<file path="src/verilog/cctm_map.vh">
`ifndef CCTM_MAP_VH
`define CCTM_MAP_VH

// register byte offsets
`define CCTM_OFS_SLOT0 8'h00
`define CCTM_OFS_CTRL 8'h20
`define CCTM_OFS_MEN1 8'h24
`define CCTM_OFS_MEN2 8'h28
`define CCTM_OFS_DBC1 8'h2C
`define CCTM_OFS_DBC2 8'h30
`define CCTM_OFS_MAT1 8'h34
`define CCTM_OFS_MAT2 8'h38
`define CCTM_OFS_CHG1 8'h3C
`define CCTM_OFS_CHG2 8'h40
`define CCTM_OFS_STAT 8'h44

// control and status fields
`define CCTM_CTRL_DB_EN 0
`define CCTM_CTRL_SINK 1
`define CCTM_CTRL_VENDOR 2
`define CCTM_STAT_VALID 0

// threshold slot reset levels, millivolts
`define CCTM_RST_SLOT0 16'h00C8
`define CCTM_RST_SLOT1 16'h0190
`define CCTM_RST_SLOT2 16'h0294
`define CCTM_RST_SLOT3 16'h0320
`define CCTM_RST_SLOT4 16'h04CE
`define CCTM_RST_SLOT5 16'h0640
`define CCTM_RST_SLOT6 16'h0A28
`define CCTM_RST_SLOT7 16'h0BB8

`define CCTM_RST_MASK 8'h00
`define CCTM_VENDOR_SLOT 7
`define CCTM_DEB_CYCLES 16

`endif

</file>
<file path="src/verilog/cctm_threshold_match.v">
// Local design decisions: the placing of the registers and the APB register port.
`timescale 1ns/1ps
`include "cctm_map.vh"

// Summary of operation
// RULE1: eight threshold slots per pin, one bit each
// RULE2: slots reset to rising levels, seven vendor
// RULE3: sink role reports advertised level changes
// RULE4: source with powered cable reads zero
// RULE5: source with sink: single level bit set
// RULE6: source open pin: level bit plus open bit
// RULE7: vendor mode open pin: only bit seven
// RULE8: sink role cable or open reads zero
// RULE9: sink role bits accumulate with level
// RULE10: software writes 0x22 to both masks
// RULE11: software writes 0x15 to both masks
// RULE12: debounced match sets match and change bits
// RULE13: higher enabled match sets lower enabled bits
// RULE14: valid flag after both pins first debounce
// RULE15: enable gates raw; change bits sticky
// RULE16: follow slot positions, not printed mask
module cctm_threshold_match #(
	parameter DEB_CYCLES = `CCTM_DEB_CYCLES
) (
	input wire clock_i,
	input wire reset_i,
	input wire psel_i,
	input wire penable_i,
	input wire pwrite_i,
	input wire [7:0] paddr_i,
	input wire [31:0] pwdata_i,
	output reg [31:0] prdata_o,
	output reg pready_o,
	output reg pslverr_o,
	input wire [7:0] cc1_raw_i,
	input wire [7:0] cc2_raw_i,
	output reg [127:0] slot_levels_o,
	output reg match_valid_flag_o
);

	// last value of a pin's debounce count; the count rests there
	localparam [31:0] CNT_LAST = DEB_CYCLES - 1;

	reg [15:0] slot_q [0:7];
	reg [2:0] ctrl_q;
	reg [15:0] men_q;
	reg [15:0] dbc_q;
	reg [15:0] match_q;
	reg [15:0] chg_q;
	reg [1:0] seen_q;
	reg [15:0] s1_q;
	reg [15:0] s2_q;
	reg [15:0] s3_q;
	reg [15:0] held_q;
	reg [15:0] cand_q;
	reg [31:0] cnt1_q;
	reg [31:0] cnt2_q;
	reg [31:0] rdata_d;
	reg err_d;
	reg [15:0] filt_d;
	reg [15:0] chg_set_d;
	reg [15:0] chg_clr_d;
	reg [15:0] commit_d;
	reg [1:0] restart_d;
	integer i;

	// slot registers fill the first eight aligned words
	function cctm_slot_hit;
		input [7:0] addr;
		begin
			cctm_slot_hit = (addr[7:5] == 3'h0) && (addr[1:0] == 2'h0);
		end
	endfunction

	// restart on a masked change, else count up and rest at the end
	function [31:0] cctm_count_next;
		input [31:0] cnt;
		input restart;
		begin
			if (restart) begin
				cctm_count_next = 32'h00000000;
			end else if (cnt != CNT_LAST) begin
				cctm_count_next = cnt + 32'h00000001;
			end else begin
				cctm_count_next = cnt;
			end
		end
	endfunction

	// gate, then extend down through the enabled slots; vendor mode keeps slot seven only
	function [7:0] cctm_fill;
		input [7:0] raw;
		input [7:0] en;
		input vend;
		reg [7:0] g;
		reg any;
		integer k;
		begin
			g = raw & en; // RULE15
			any = 1'h0;
			cctm_fill = 8'h00;
			if (vend) begin
				cctm_fill[`CCTM_VENDOR_SLOT] = g[`CCTM_VENDOR_SLOT]; // RULE7
			end else begin
				for (k = 7; k >= 0; k = k - 1) begin
					any = any | g[k];
					cctm_fill[k] = any & en[k]; // RULE13 RULE5 RULE6 RULE9
				end
			end
		end
	endfunction

	wire setup = psel_i & ~penable_i;
	wire acc = psel_i & penable_i & pready_o;
	wire wr = acc & pwrite_i;
	wire [7:0] a = paddr_i;
	wire slot_sel = cctm_slot_hit(a);
	wire src_vendor = ~ctrl_q[`CCTM_CTRL_SINK] & ctrl_q[`CCTM_CTRL_VENDOR];
	wire db_en = ctrl_q[`CCTM_CTRL_DB_EN];
	wire clr1 = wr & (a == `CCTM_OFS_CHG1);
	wire clr2 = wr & (a == `CCTM_OFS_CHG2);

	// source cable and sink cable or open cases read zero because the comparator sees no enabled level
	always @* begin
		filt_d[15:8] = cctm_fill(held_q[15:8], men_q[15:8], src_vendor); // RULE3
		filt_d[7:0] = cctm_fill(held_q[7:0], men_q[7:0], src_vendor); // RULE4 RULE8
		restart_d[0] = |((filt_d[7:0] ^ cand_q[7:0]) & dbc_q[7:0]);
		restart_d[1] = |((filt_d[15:8] ^ cand_q[15:8]) & dbc_q[15:8]);
		commit_d = 16'h0000;
		if (db_en && cnt1_q == CNT_LAST) begin
			commit_d[7:0] = 8'hFF;
		end
		if (db_en && cnt2_q == CNT_LAST) begin
			commit_d[15:8] = 8'hFF;
		end
		chg_set_d = (cand_q ^ match_q) & commit_d; // RULE15
		chg_clr_d = 16'h0000;
		if (clr1) begin
			chg_clr_d[7:0] = pwdata_i[7:0];
		end
		if (clr2) begin
			chg_clr_d[15:8] = pwdata_i[7:0];
		end
	end

	always @* begin
		rdata_d = 32'h00000000;
		err_d = 1'h0;
		if (slot_sel) begin
			rdata_d[15:0] = slot_q[a[4:2]];
		end else begin
			case (a)
			`CCTM_OFS_CTRL: rdata_d[2:0] = ctrl_q;
			`CCTM_OFS_MEN1: rdata_d[7:0] = men_q[7:0];
			`CCTM_OFS_MEN2: rdata_d[7:0] = men_q[15:8];
			`CCTM_OFS_DBC1: rdata_d[7:0] = dbc_q[7:0];
			`CCTM_OFS_DBC2: rdata_d[7:0] = dbc_q[15:8];
			`CCTM_OFS_MAT1: rdata_d[7:0] = match_q[7:0];
			`CCTM_OFS_MAT2: rdata_d[7:0] = match_q[15:8];
			`CCTM_OFS_CHG1: rdata_d[7:0] = chg_q[7:0];
			`CCTM_OFS_CHG2: rdata_d[7:0] = chg_q[15:8];
			`CCTM_OFS_STAT: rdata_d[`CCTM_STAT_VALID] = match_valid_flag_o;
			default: err_d = 1'h1;
			endcase
		end
	end

	// apb: answer is ready in the first access cycle, no wait states
	always @(posedge clock_i) begin
		if (reset_i) begin
			pready_o <= 1'h0;
			pslverr_o <= 1'h0;
		end else begin
			pready_o <= setup;
			pslverr_o <= setup & err_d;
		end
	end

	// read data stays zero outside a good read so stale words never leak
	always @(posedge clock_i) begin
		if (reset_i) begin
			prdata_o <= 32'h00000000;
		end else if (setup && !pwrite_i && !err_d) begin
			prdata_o <= rdata_d;
		end else begin
			prdata_o <= 32'h00000000;
		end
	end

	always @(posedge clock_i) begin
		if (reset_i) begin
			slot_q[0] <= `CCTM_RST_SLOT0; // RULE2
			slot_q[1] <= `CCTM_RST_SLOT1;
			slot_q[2] <= `CCTM_RST_SLOT2;
			slot_q[3] <= `CCTM_RST_SLOT3;
			slot_q[4] <= `CCTM_RST_SLOT4;
			slot_q[5] <= `CCTM_RST_SLOT5;
			slot_q[6] <= `CCTM_RST_SLOT6;
			slot_q[7] <= `CCTM_RST_SLOT7;
		end else if (wr && slot_sel) begin
			slot_q[a[4:2]] <= pwdata_i[15:0]; // RULE1
		end
	end

	always @(posedge clock_i) begin
		if (reset_i) begin
			ctrl_q <= 3'h0;
			men_q <= {`CCTM_RST_MASK, `CCTM_RST_MASK};
			dbc_q <= {`CCTM_RST_MASK, `CCTM_RST_MASK};
		end else if (wr) begin
			case (a)
			`CCTM_OFS_CTRL: ctrl_q <= pwdata_i[2:0];
			`CCTM_OFS_MEN1: men_q[7:0] <= pwdata_i[7:0]; // RULE16
			`CCTM_OFS_MEN2: men_q[15:8] <= pwdata_i[7:0];
			`CCTM_OFS_DBC1: dbc_q[7:0] <= pwdata_i[7:0];
			`CCTM_OFS_DBC2: dbc_q[15:8] <= pwdata_i[7:0];
			default: ;
			endcase
		end
	end

	always @(posedge clock_i) begin
		for (i = 0; i < 8; i = i + 1) begin
			slot_levels_o[i*16 +: 16] <= slot_q[i];
		end
	end

	// three-stage sync; only stage two reads stage one
	always @(posedge clock_i) begin
		if (reset_i) begin
			s1_q <= 16'h0000;
			s2_q <= 16'h0000;
			s3_q <= 16'h0000;
		end else begin
			s1_q <= {cc2_raw_i, cc1_raw_i};
			s2_q <= s1_q;
			s3_q <= s2_q;
		end
	end

	// a bit moves once stages two and three agree
	always @(posedge clock_i) begin
		if (reset_i) begin
			held_q <= 16'h0000;
		end else begin
			held_q <= (s2_q & ~(s2_q ^ s3_q)) | (held_q & (s2_q ^ s3_q));
		end
	end

	always @(posedge clock_i) begin
		if (reset_i || !db_en) begin
			cand_q <= 16'h0000;
		end else begin
			cand_q <= filt_d;
		end
	end

	// a change in a debounce-clear bit restarts that pin's interval
	always @(posedge clock_i) begin
		if (reset_i || !db_en) begin
			cnt1_q <= 32'h00000000;
		end else begin
			cnt1_q <= cctm_count_next(cnt1_q, restart_d[0]);
		end
	end

	always @(posedge clock_i) begin
		if (reset_i || !db_en) begin
			cnt2_q <= 32'h00000000;
		end else begin
			cnt2_q <= cctm_count_next(cnt2_q, restart_d[1]);
		end
	end

	always @(posedge clock_i) begin
		if (reset_i) begin
			match_q <= 16'h0000;
		end else begin
			match_q <= (cand_q & commit_d) | (match_q & ~commit_d); // RULE12
		end
	end

	// set wins over the write-one clear, on each pin independently
	always @(posedge clock_i) begin
		if (reset_i) begin
			chg_q <= 16'h0000;
		end else begin
			chg_q <= (chg_q & ~chg_clr_d) | chg_set_d; // RULE12 RULE15
		end
	end

	// valid waits for the first commit of both pins after the debouncer starts
	always @(posedge clock_i) begin
		if (reset_i || !db_en) begin
			seen_q <= 2'h0;
			match_valid_flag_o <= 1'h0;
		end else begin
			seen_q <= seen_q | {commit_d[8], commit_d[0]};
			match_valid_flag_o <= &(seen_q | {commit_d[8], commit_d[0]}); // RULE14
		end
	end

endmodule // cctm_threshold_match

</file>
<file path="config.mk">
export PLATFORM = sky130hd
export DESIGN_NAME = cctm_threshold_match
export DESIGN_NICKNAME = d
export VERILOG_FILES = /design/src/verilog/cctm_threshold_match.v
export VERILOG_INCLUDE_DIRS = /design/src /design/src/verilog
export SDC_FILE = /design/constraint.sdc
export NUM_CORES = 1
export LEC_CHECK = 0
export ABC_CLOCK_PERIOD_IN_PS = 6500
export BUFFER_PORTS_ARGS = -buffer_cell sky130_fd_sc_hd__buf_2
export CORE_MARGIN = 2
export CORE_UTILIZATION = 40
export CTS_BUF_LIST = sky130_fd_sc_hd__clkbuf_16
export DETAILED_ROUTE_END_ITERATION = 16
export PLACE_DENSITY = 0.61
export SKIP_CTS_REPAIR_TIMING = 1
export SLEW_MARGIN = 20
export SYNTH_ARGS = -nofsm -noshare
export SYNTH_HDL_FRONTEND = slang
export SYNTH_SLANG_ARGS = --single-unit
</file>
<file path="constraint.sdc">
create_clock -name clock_i -period 6.5 [get_ports clock_i]
set_clock_uncertainty 0.1 [all_clocks]
set_input_delay 1.3 -clock clock_i [delete_from_list [all_inputs] [get_ports clock_i]]
set_output_delay 1.3 -clock clock_i [all_outputs]
set_load 0.05 [all_outputs]
</file>
==> results.py, run 1 <==
metrics = {
    "synthesis": {
        "synth_cells": 1565,
        "synth_area_per_cell_um2": 11.4,
        "synthArstFlopShare_pct": 0,
        "synth_cell_type_count": 63,
        "synth.area.top_cells": "dfxtp_1, edfxtp_1, mux4_2",
        "ys.flop_type": "dfxtp_1",
        "ys.warnings.count": 0,
        "synth_edf_count": 128,
        "yosys.area.top_type_share_pct": 40.2,
        "yosys.area.top_type": "dfxtp_1",
        "yosys_register_bits": 488,
        "syn_area_mm2": 0.0179,
        "yosysSeqAreaShare_pct": 61.7,
    },
    "power": {
        "power_w": 0.00637,
        "p_per_area_mw_per_mm2": 302,
        "swShare_pct": 22.6,
        "p_int_w": 0.00493,
        "p_sw_w": 0.00144,
        "seqPwrFrac_pct": 50.1,
        "clockPowerShare_pct": 45.6,
        "ir_drop_mv": 0.200,
        "p_comb_share_pct": 4.3,
        "leakage_nw": 7.93,
    },
    "grt": {
        "grt_pass1_wl_um": 68600,
        "grt_max_degree": 80,
        "antenna_found_initial": 3,
        "gr-total-overflow": 0,
        "grt_pass1_vias": 11642,
        "grt_usage_pct": 19.1,
    },
    "cts": {
        "clkTransAtPathRegs_ns": 0.06,
        "cts_tree": "yes",
        "clock-root-buffer": "clkbuf_16",
        "h-tree-depth": 2,
        "clkLatencyLatePin_ns": 0.63,
        "numCtsBuffers": 50,
        "clkSinkCount": 488,
        "cts_buffer_depth": 3,
    },
    "detailed_routing": {
        "totalWireLength_um": 45000,
        "drtPass1Iterations": 8,
        "drc": 0,
        "initialDrtViolationCount": 1109,
        "met3_length_um": 3300,
        "wl_met1_um": 20600,
        "vias": 12292,
        "vias_per_cell": 5.15,
        "dr.max_layer_used": "met5",
        "met2_length_um": 20100,
        "wl_per_cell_um": 18.9,
        "final_antenna_net_count": 0,
    },
    "worst_setup_path": {
        "rr_startpoint": "men_q[13]",
        "required_ns": 6.63,
        "crit_fanout": 17,
        "end_kind": "flop",
        "critical_path_class": "in -> reg",
        "worst_setup_path_start_kind": "input pin",
        "cp.arrival_ns": 3.89,
        "crit_path_start": "paddr_i[7]",
    },
    "outcome": {
        "status": "completed",
    },
    "final_layout": {
        "layout.nets": 1815,
        "final_cells": 2388,
        "multi_input_area_mm2": 0.00643,
        "fill_cells": 3956,
        "area_growth_pct": 17.9,
        "seq_area_mm2": 0.0111,
        "drive_gt1_share_pct": 19.1,
        "final_common_cell": "dfxtp_1",
        "layout_common_cells": "dfxtp_1, buf_2, nor2_1",
        "design_area_mm2": 0.0211,
    },
    "timing": {
        "rsz0062_at_grt": "no",
        "tns_ns": 0,
        "fmax_ghz": 0.266,
        "period_share_pct": 57.8,
        "worst_pin_slew_ns": 1.08,
        "timing.final.max_slew_violations": 0,
        "hold_violations": 0,
        "setup_violations": 0,
        "relSlewSlack_pct": 28.2,
        "fin_crit_ns": 3.76,
    },
    "floorplan": {
        "die-area_mm2": 0.0465,
        "io_pins": 224,
        "row_count": 77,
        "die_w_um": 216,
        "fp.coreArea_mm2": 0.0442,
        "start_util_pct": 40.5,
        "die_h_um": 216,
    },
    "min_path": {
        "hold_class": "reg -> reg",
        "min_from": "slot_q[6][7]",
    },
    "place": {
        "dp.cells": 2292,
        "portBuffers": 191,
        "place_congestion": 0.840,
        "place_area_mm2": 0.0194,
        "place.detailed.hpwl_um": 30500,
    },
    "flow_run": {
        "cap_violations": 0,
    },
}
## worst paths after layout
path                              to  slack, ns  cells past startpoint
setup / recovery       slot_q[7][15]       2.74                      7
hold / removal    slot_levels_o[103]       0.24                      0
setup reg to reg           cnt2_q[6]       3.29                      6
hold reg to reg   slot_levels_o[103]       0.24                      0
## critical path: stages
cell     delay [ns]
buf_2          0.12
or2_1          0.26
nor3_1         0.18
buf_4          0.19
nand3_1        0.47
nor2_1         0.81
or2_2          0.55
## kinds of logic after synthesis
logic type	synth area share [%]
XOR/XNOR	4.16
other	0.0209
flip-flops	61.7
multiplexers	6.53
adder cells (fa/ha/maj)	0.140
AND/OR/NAND/NOR	18.4
AO/OA/AOI/OAI	6.19
buffers and inverters	2.81
## metal layers
layer / track usage (%) / vias up
met2: 29.5 / 418
li1: - / 5845
met4: 5.91 / 6
met5: 0 / -
met1: 26.8 / 5955
met3: 4.07 / 68
## cells in the mapped netlist, types with 21 or more instances
master    instances
a21oi_1          58
a22oi_1          24
and2_1           97
clkbuf_1         59
dfxtp_1         360
edfxtp_1        128
mux2i_1          37
mux4_2           32
nand2_1         117
nand3_1          56
nand4_1          21
nor2_1          155
nor2b_1          53
nor3_1           24
or3_1            31
xnor2_1          34
xor2_1           51
## stage by stage
step / hold slack (ns) / setup WS [ns] / util (%)
6_report: 0.242 / 2.74 / 47.7
3_3_place_gp: 0.249 / 2.13 / 43.9
5_1_grt: 0.263 / 2.56 / 47.7
3_5_place_dp: 0.249 / 2.09 / 43.9
4_1_cts: 0.240 / 2.72 / 47.7
2_1_floorplan: 0.243 / 3.25 / -
## registers in the layout (all words and copies together) (netlist names), 32 cells and up, named ones only
| name | flops |
|---|---|
| cnt1_q | 32 |
| slot_q | 128 |
| cnt2_q | 32 |
| slot_levels_o | 128 |
## layout make-up
cell class                      count  area share, %
Sequential cell                   488           52.3
Multi-Input combinational cell    981           30.5
Clock buffer                       50           5.93
Timing Repair Buffer              212           5.29
Tap cell                          592           3.51
Clock inverter                     43           2.09
Inverter                           19          0.338
Antenna cell                        3         0.0356
## power by group through the flow
stage	Combinational, W	Clock, W	Sequential (W)
after floorplan	0.000124	0	0.00332
after global placement	0.000275	0	0.00326
after detailed placement	0.000277	0	0.00326
after CTS	0.000277	0.00296	0.00319
after global routing	0.000289	0.00309	0.00319
final	0.000276	0.00290	0.00319
No activity file was read; power rests on OpenSTA's default activity.
==> run 2, diff against run 1 <==
--- a/config.mk
+++ b/config.mk
@@ -6,13 +6,13 @@
 export SDC_FILE = /design/constraint.sdc
 export NUM_CORES = 1
 export LEC_CHECK = 0
-export ABC_CLOCK_PERIOD_IN_PS = 6500
+export ABC_CLOCK_PERIOD_IN_PS = 3200
 export BUFFER_PORTS_ARGS = -buffer_cell sky130_fd_sc_hd__buf_2
 export CORE_MARGIN = 2
 export CORE_UTILIZATION = 40
 export CTS_BUF_LIST = sky130_fd_sc_hd__clkbuf_16
 export DETAILED_ROUTE_END_ITERATION = 16
-export PLACE_DENSITY = 0.61
+export PLACE_DENSITY = 0.63
 export SKIP_CTS_REPAIR_TIMING = 1
 export SLEW_MARGIN = 20
 export SYNTH_ARGS = -nofsm -noshare
==> constraint.sdc (replaced) <==
create_clock -name clock_i -period 3.2 [get_ports clock_i]
set_clock_uncertainty 0.1 [all_clocks]
set_input_delay 0.64 -clock clock_i [delete_from_list [all_inputs] [get_ports clock_i]]
set_output_delay 0.64 -clock clock_i [all_outputs]
set_load 0.05 [all_outputs]
==> run 2 against run 1 <==
Clock power grew 98%. Hold slack lost 0.086 ns. Register-to-register slack lost 2.9 ns. Critical endpoint is now cnt2_q[19]. Utilization grew 0.28 points. Critical path depth is the same. Die area is the same. Global-route usage grew 0.14 points. Worst setup slack lost 2.3 ns. Sequential cell count is the same.
==> results.py, run 2 (synthesized netlist as in run 1, its figures left out) <==
metrics = {
    "outcome": {
        "status": "completed",
    },
    "worst_setup_path": {
        "cpMaxStageDelayCell": "nand4b_2",
        "end_kind": "flop",
        "cp_cell_sequence": "a222oi_1, buf_4, a32oi_1, or3b_1, a22oi_2, nand4b_2, nor2_1",
        "r2r-end": "cnt2_q[19]",
        "critical_path_class": "reg -> reg",
        "worst_setup_path_start_kind": "flop",
        "cp.arrival_ns": 3.23,
        "crit_path_max_incr_delay_ns": 0.73,
        "crit_fanout": 32,
        "rr_startpoint": "men_q[13]",
        "rr_worst_depth": 7,
        "r2r_slack_ns": 0.40,
        "required_ns": 3.63,
    },
    "final_layout": {
        "fill_cells": 3979,
        "final_common_cell": "dfxtp_1",
        "drive_gt1_share_pct": 20.0,
        "area_growth_pct": 18.6,
        "layout.nets": 1834,
        "design_area_mm2": 0.0212,
        "top_regs": "slot_levels_o x128, slot_q x128",
        "layout_common_cells": "dfxtp_1, buf_2, nor2_1",
    },
    "cts": {
        "clock-root-buffer": "clkbuf_16",
        "h-tree-depth": 2,
        "clkLatencyLatePin_ns": 0.63,
        "numCtsBuffers": 50,
        "cts_tree": "yes",
        "cts_buffer_depth": 3,
        "clkSinkCount": 488,
        "clkTransAtPathRegs_ns": 0.06,
    },
    "place": {
        "place_congestion": 0.836,
        "place_area_mm2": 0.0196,
        "portBuffers": 191,
        "place.detailed.hpwl_um": 30900,
    },
    "grt": {
        "grt_max_degree": 109,
        "antenna_found_initial": 4,
        "grt_pass1_wl_um": 69300,
        "grt_pass1_vias": 11868,
        "gr-total-overflow": 0,
        "grt_usage_pct": 19.2,
    },
    "timing": {
        "timing.final.max_slew_violations": 0,
        "worst_pin_slew_ns": 0.902,
        "tns_ns": 0,
        "period_share_pct": 87.5,
        "hold_violations": 0,
        "setup_violations": 0,
        "rsz0062_at_grt": "no",
        "fin_crit_ns": 2.80,
        "fmax_ghz": 0.357,
        "relSlewSlack_pct": 39.6,
    },
    "detailed_routing": {
        "drc": 0,
        "initialDrtViolationCount": 1106,
        "vias": 12423,
        "vias_per_cell": 5.17,
        "final_antenna_net_count": 0,
        "drtPass1Iterations": 5,
        "totalWireLength_um": 45200,
        "wl_per_cell_um": 18.8,
    },
    "floorplan": {
        "die_h_um": 216,
        "start_util_pct": 40.5,
        "die-area_mm2": 0.0465,
        "io_pins": 224,
        "die_w_um": 216,
        "fp.coreArea_mm2": 0.0442,
        "row_count": 77,
    },
    "min_path": {
        "min_from": "cc1_raw_i[7]",
        "min_to": "s1_q[7]",
        "whs_path_depth": 2,
        "hold_class": "in -> reg",
    },
    "power": {
        "ir_drop_mv": 0.494,
        "p_per_area_mw_per_mm2": 603,
        "leakage_nw": 8.05,
    },
    "flow_run": {
        "cap_violations": 0,
    },
}
==> run 2: changes by cell type in the layout (fill, tap and decap cells not counted), moves of 2 or more <==
cell,delta
inv_1,+6
bufinv_16,-3
inv_2,+3
buf_4,+16
diode_2,-2
clkinv_1,-9
buf_12,+3
clkinv_2,-2
clkinv_4,+3
==> run 2: layout make-up <==
cell class,instances,area (um^2),area share (%)
diodes,1,2.50,0.0118
clock buffers,51,1280,6.01
clock inverters,42,377,1.77
inverters,19,71.3,0.336
multi-input cells,981,6420,30.2
flip-flops and latches,488,11100,52.0
well taps,592,741,3.49
repair buffers,231,1300,6.10
==> run 2: critical path, delay by kind of cell, from the launching register on <==
| kind | cells | cell delay, ns |
|---|---|---|
| AND/OR/NAND/NOR | 3 | 1.42 |
| AO/OA/AOI/OAI | 3 | 0.55 |
| flip-flops | 1 | 0.46 |
| buffers and inverters | 1 | 0.19 |
==> run 2: per-layer routing <==
metal / wire length [um] / share of wire, % / track usage (%) / vias to the layer above
met3: 3130 / 6.9 / 4.02 / 87
met1: 20200 / 45 / 26.3 / 5992
li1: - / - / - / 5877
met4: 1210 / 2.7 / 6.69 / 6
met5: 33 / 0.073 / 0 / -
met2: 20600 / 46 / 30.3 / 461
==> run 2: report_power, final <==
group / internal, W / total [W] / switching, W / leakage (nW)
logic: 0.000149 / 0.000569 / 0.000420 / 2.94
registers: 0.00643 / 0.00648 / 0.0000503 / 4.24
clock network: 0.00326 / 0.00575 / 0.00249 / 0.862
total: 0.00984 / 0.0128 / 0.00296 / 8.05
==> run 2: worst max-delay path by stage <==
stage,from,end,slack [ns],cells after the start
5_1_grt,men_q[13],cnt2_q[7],0.17,7
3_3_place_gp,reset_i,cnt1_q[8],0.34,8
6_report,men_q[13],cnt2_q[19],0.40,7
3_5_place_dp,reset_i,cnt2_q[19],0.27,6
4_1_cts,men_q[13],cnt2_q[19],0.39,7
2_1_floorplan,paddr_i[3],slot_q[7][0],0.61,6
==> run 2: through the flow <==
| step | hold slack, ns | cells | utilization [%] | setup WS [ns] | total power, W |
|---|---|---|---|---|---|
| CTS | 0.128 | 2404 | 48.0 | 0.387 | 0.0129 |
| finish | 0.156 | 2405 | 48.0 | 0.399 | 0.0128 |
| detailed placement | 0.251 | 2311 | 44.3 | 0.268 | 0.00719 |
| global placement | 0.248 | 2311 | 44.3 | 0.338 | 0.00718 |
| global route | 0.154 | 2404 | 48.0 | 0.166 | 0.0132 |
| floorplan | 0.243 | 1580 | - | 0.611 | 0.00700 |
==> run 3, diff against run 2 <==
--- a/config.mk
+++ b/config.mk
@@ -9,10 +9,10 @@
 export ABC_CLOCK_PERIOD_IN_PS = 3200
 export BUFFER_PORTS_ARGS = -buffer_cell sky130_fd_sc_hd__buf_2
 export CORE_MARGIN = 2
-export CORE_UTILIZATION = 40
+export CORE_UTILIZATION = 52
 export CTS_BUF_LIST = sky130_fd_sc_hd__clkbuf_16
 export DETAILED_ROUTE_END_ITERATION = 16
-export PLACE_DENSITY = 0.63
+export PLACE_DENSITY = 0.78
 export SKIP_CTS_REPAIR_TIMING = 1
 export SLEW_MARGIN = 20
 export SYNTH_ARGS = -nofsm -noshare
==> run 3 against run 2 <==
Via count up 2.9%. Clock power fell by 5.6%. Total power decreased by 2.5%. Register-to-register slack improved by 0.18 ns. Final area fell by 1.4%. Worst setup slack improved by 0.18 ns. Critical path depth grew 2.
==> results.py, run 3 (synthesized netlist as in run 1, its figures left out) <==
metrics = {
    "worst_setup_path": {
        "end_kind": "flop",
        "worst_setup_path_start_kind": "flop",
        "critical_path_class": "reg -> reg",
        "path_delay_family": "compound AO/OA/AOI/OAI gates",
        "cp.arrival_ns": 3.01,
        "cp_common_cell": "buf_4",
        "crit_fanout": 32,
        "crit_path_max_incr_delay_ns": 0.49,
        "critPathBufInv": 3,
        "required_ns": 3.58,
        "cp_cell_sequence": "a222oi_1, buf_4, a211oi_1, mux2i_1, a2111oi_0, buf_4, o2111ai_2, buf_12, nor3_1",
        "cpMaxStageDelayCell": "a2111oi_0",
    },
    "final_layout": {
        "multi_input_area_mm2": 0.00642,
        "area_growth_pct": 16.9,
        "seq_area_mm2": 0.0111,
        "drive_gt1_share_pct": 20.1,
        "layout_common_cells": "dfxtp_1, buf_2, nor2_1",
        "layout.nets": 1830,
        "final_cells": 2257,
        "top_regs": "slot_levels_o x128, slot_q x128",
        "fill_cells": 2583,
        "final_common_cell": "dfxtp_1",
    },
    "floorplan": {
        "die_h_um": 190,
        "start_util_pct": 53.1,
        "die_w_um": 190,
        "row_count": 67,
        "io_pins": 224,
        "die-area_mm2": 0.0359,
        "fp.coreArea_mm2": 0.0337,
    },
    "place": {
        "portBuffers": 191,
        "dp.cells": 2165,
        "place_congestion": 0.892,
        "place.detailed.hpwl_um": 29200,
        "dp_slack_ns": 0.233,
    },
    "timing": {
        "setup_violations": 0,
        "relSlewSlack_pct": 48.1,
        "tns_ns": 0,
        "rsz0062_at_grt": "no",
        "period_share_pct": 82.1,
        "hold_slack_ns": 0.173,
        "fmax_ghz": 0.381,
        "hold_violations": 0,
        "worst_pin_slew_ns": 0.773,
        "timing.final.max_slew_violations": 0,
        "fin_crit_ns": 2.63,
        "finalWorstSetupSlack_ns": 0.574,
    },
    "detailed_routing": {
        "drc": 0,
        "vias": 12789,
        "totalWireLength_um": 43800,
        "vias_per_cell": 5.67,
        "drtPass1Iterations": 5,
        "wl_per_cell_um": 19.4,
        "final_antenna_net_count": 0,
        "initialDrtViolationCount": 1152,
    },
    "cts": {
        "clkSinkCount": 488,
        "clkTransAtPathRegs_ns": 0.06,
        "clock-root-buffer": "clkbuf_16",
        "cts_buffer_depth": 3,
        "clkLatencyLatePin_ns": 0.58,
        "cts_tree": "yes",
        "h-tree-depth": 2,
        "numCtsBuffers": 48,
    },
    "power": {
        "p_per_area_mw_per_mm2": 596,
        "ir_drop_mv": 0.548,
        "power_w": 0.0125,
        "leakage_nw": 7.98,
    },
    "grt": {
        "grt_pass1_wl_um": 67000,
        "gr-total-overflow": 0,
        "grt_usage_pct": 23.8,
        "grt_max_degree": 63,
        "antenna_found_initial": 2,
        "grt_pass1_vias": 12255,
    },
    "outcome": {
        "status": "completed",
    },
    "min_path": {
        "hold_class": "in -> reg",
    },
    "flow_run": {
        "cap_violations": 0,
    },
}
==> run 3: changes by cell type in the layout (fill, tap and decap cells not counted), sizes merged <==
cell,change
clkinvlp,+2
buf,-2
inv,+1
diode,+1
clkinv,-3
clkbuf,-1
bufinv,-2
==> run 3: layout make-up <==
type | count | area share, %
antenna | 2 | 0.0239
clock buffer | 50 | 5.98
clock inverter | 40 | 1.40
inverter | 19 | 0.341
multi-input combinational | 981 | 30.7
sequential | 488 | 52.8
tap | 448 | 2.68
timing repair buffer | 229 | 6.12
==> run 3: metrics by stage <==
| step | util (%) | area [um^2] |
|---|---|---|
| after floorplan | - | 18000 |
| after global placement | 57.5 | 19400 |
| after detailed placement | 57.5 | 19400 |
| after CTS | 62.1 | 20900 |
| after global routing | 62.1 | 20900 |
| final | 62.1 | 20900 |
==> run 3: power breakdown <==
group / internal (W) / switching [W]
combinational: 0.000148 / 0.000420
clock: 0.00303 / 0.00239
sequential: 0.00643 / 0.0000516
total: 0.00962 / 0.00286
==> run 3: final timing paths <==
kind / start / endpoint / slack [ns] / cells after the start
worst max-delay path: men_q[5] / cnt1_q[3] / 0.57 / 9
worst min-delay path: cc1_raw_i[3] / s1_q[3] / 0.17 / 2
worst max register to register: men_q[5] / cnt1_q[3] / 0.57 / 9
worst min register to register: slot_q[0][5] / slot_levels_o[5] / 0.26 / 0
==> run 3: per-layer routing <==
metal / share of wire (%) / GRT usage (%)
met3: 8.6 / 3.84
met4: 4.0 / 9.87
met5: 0.027 / 0
met1: 41 / 31.3
met2: 47 / 39.5
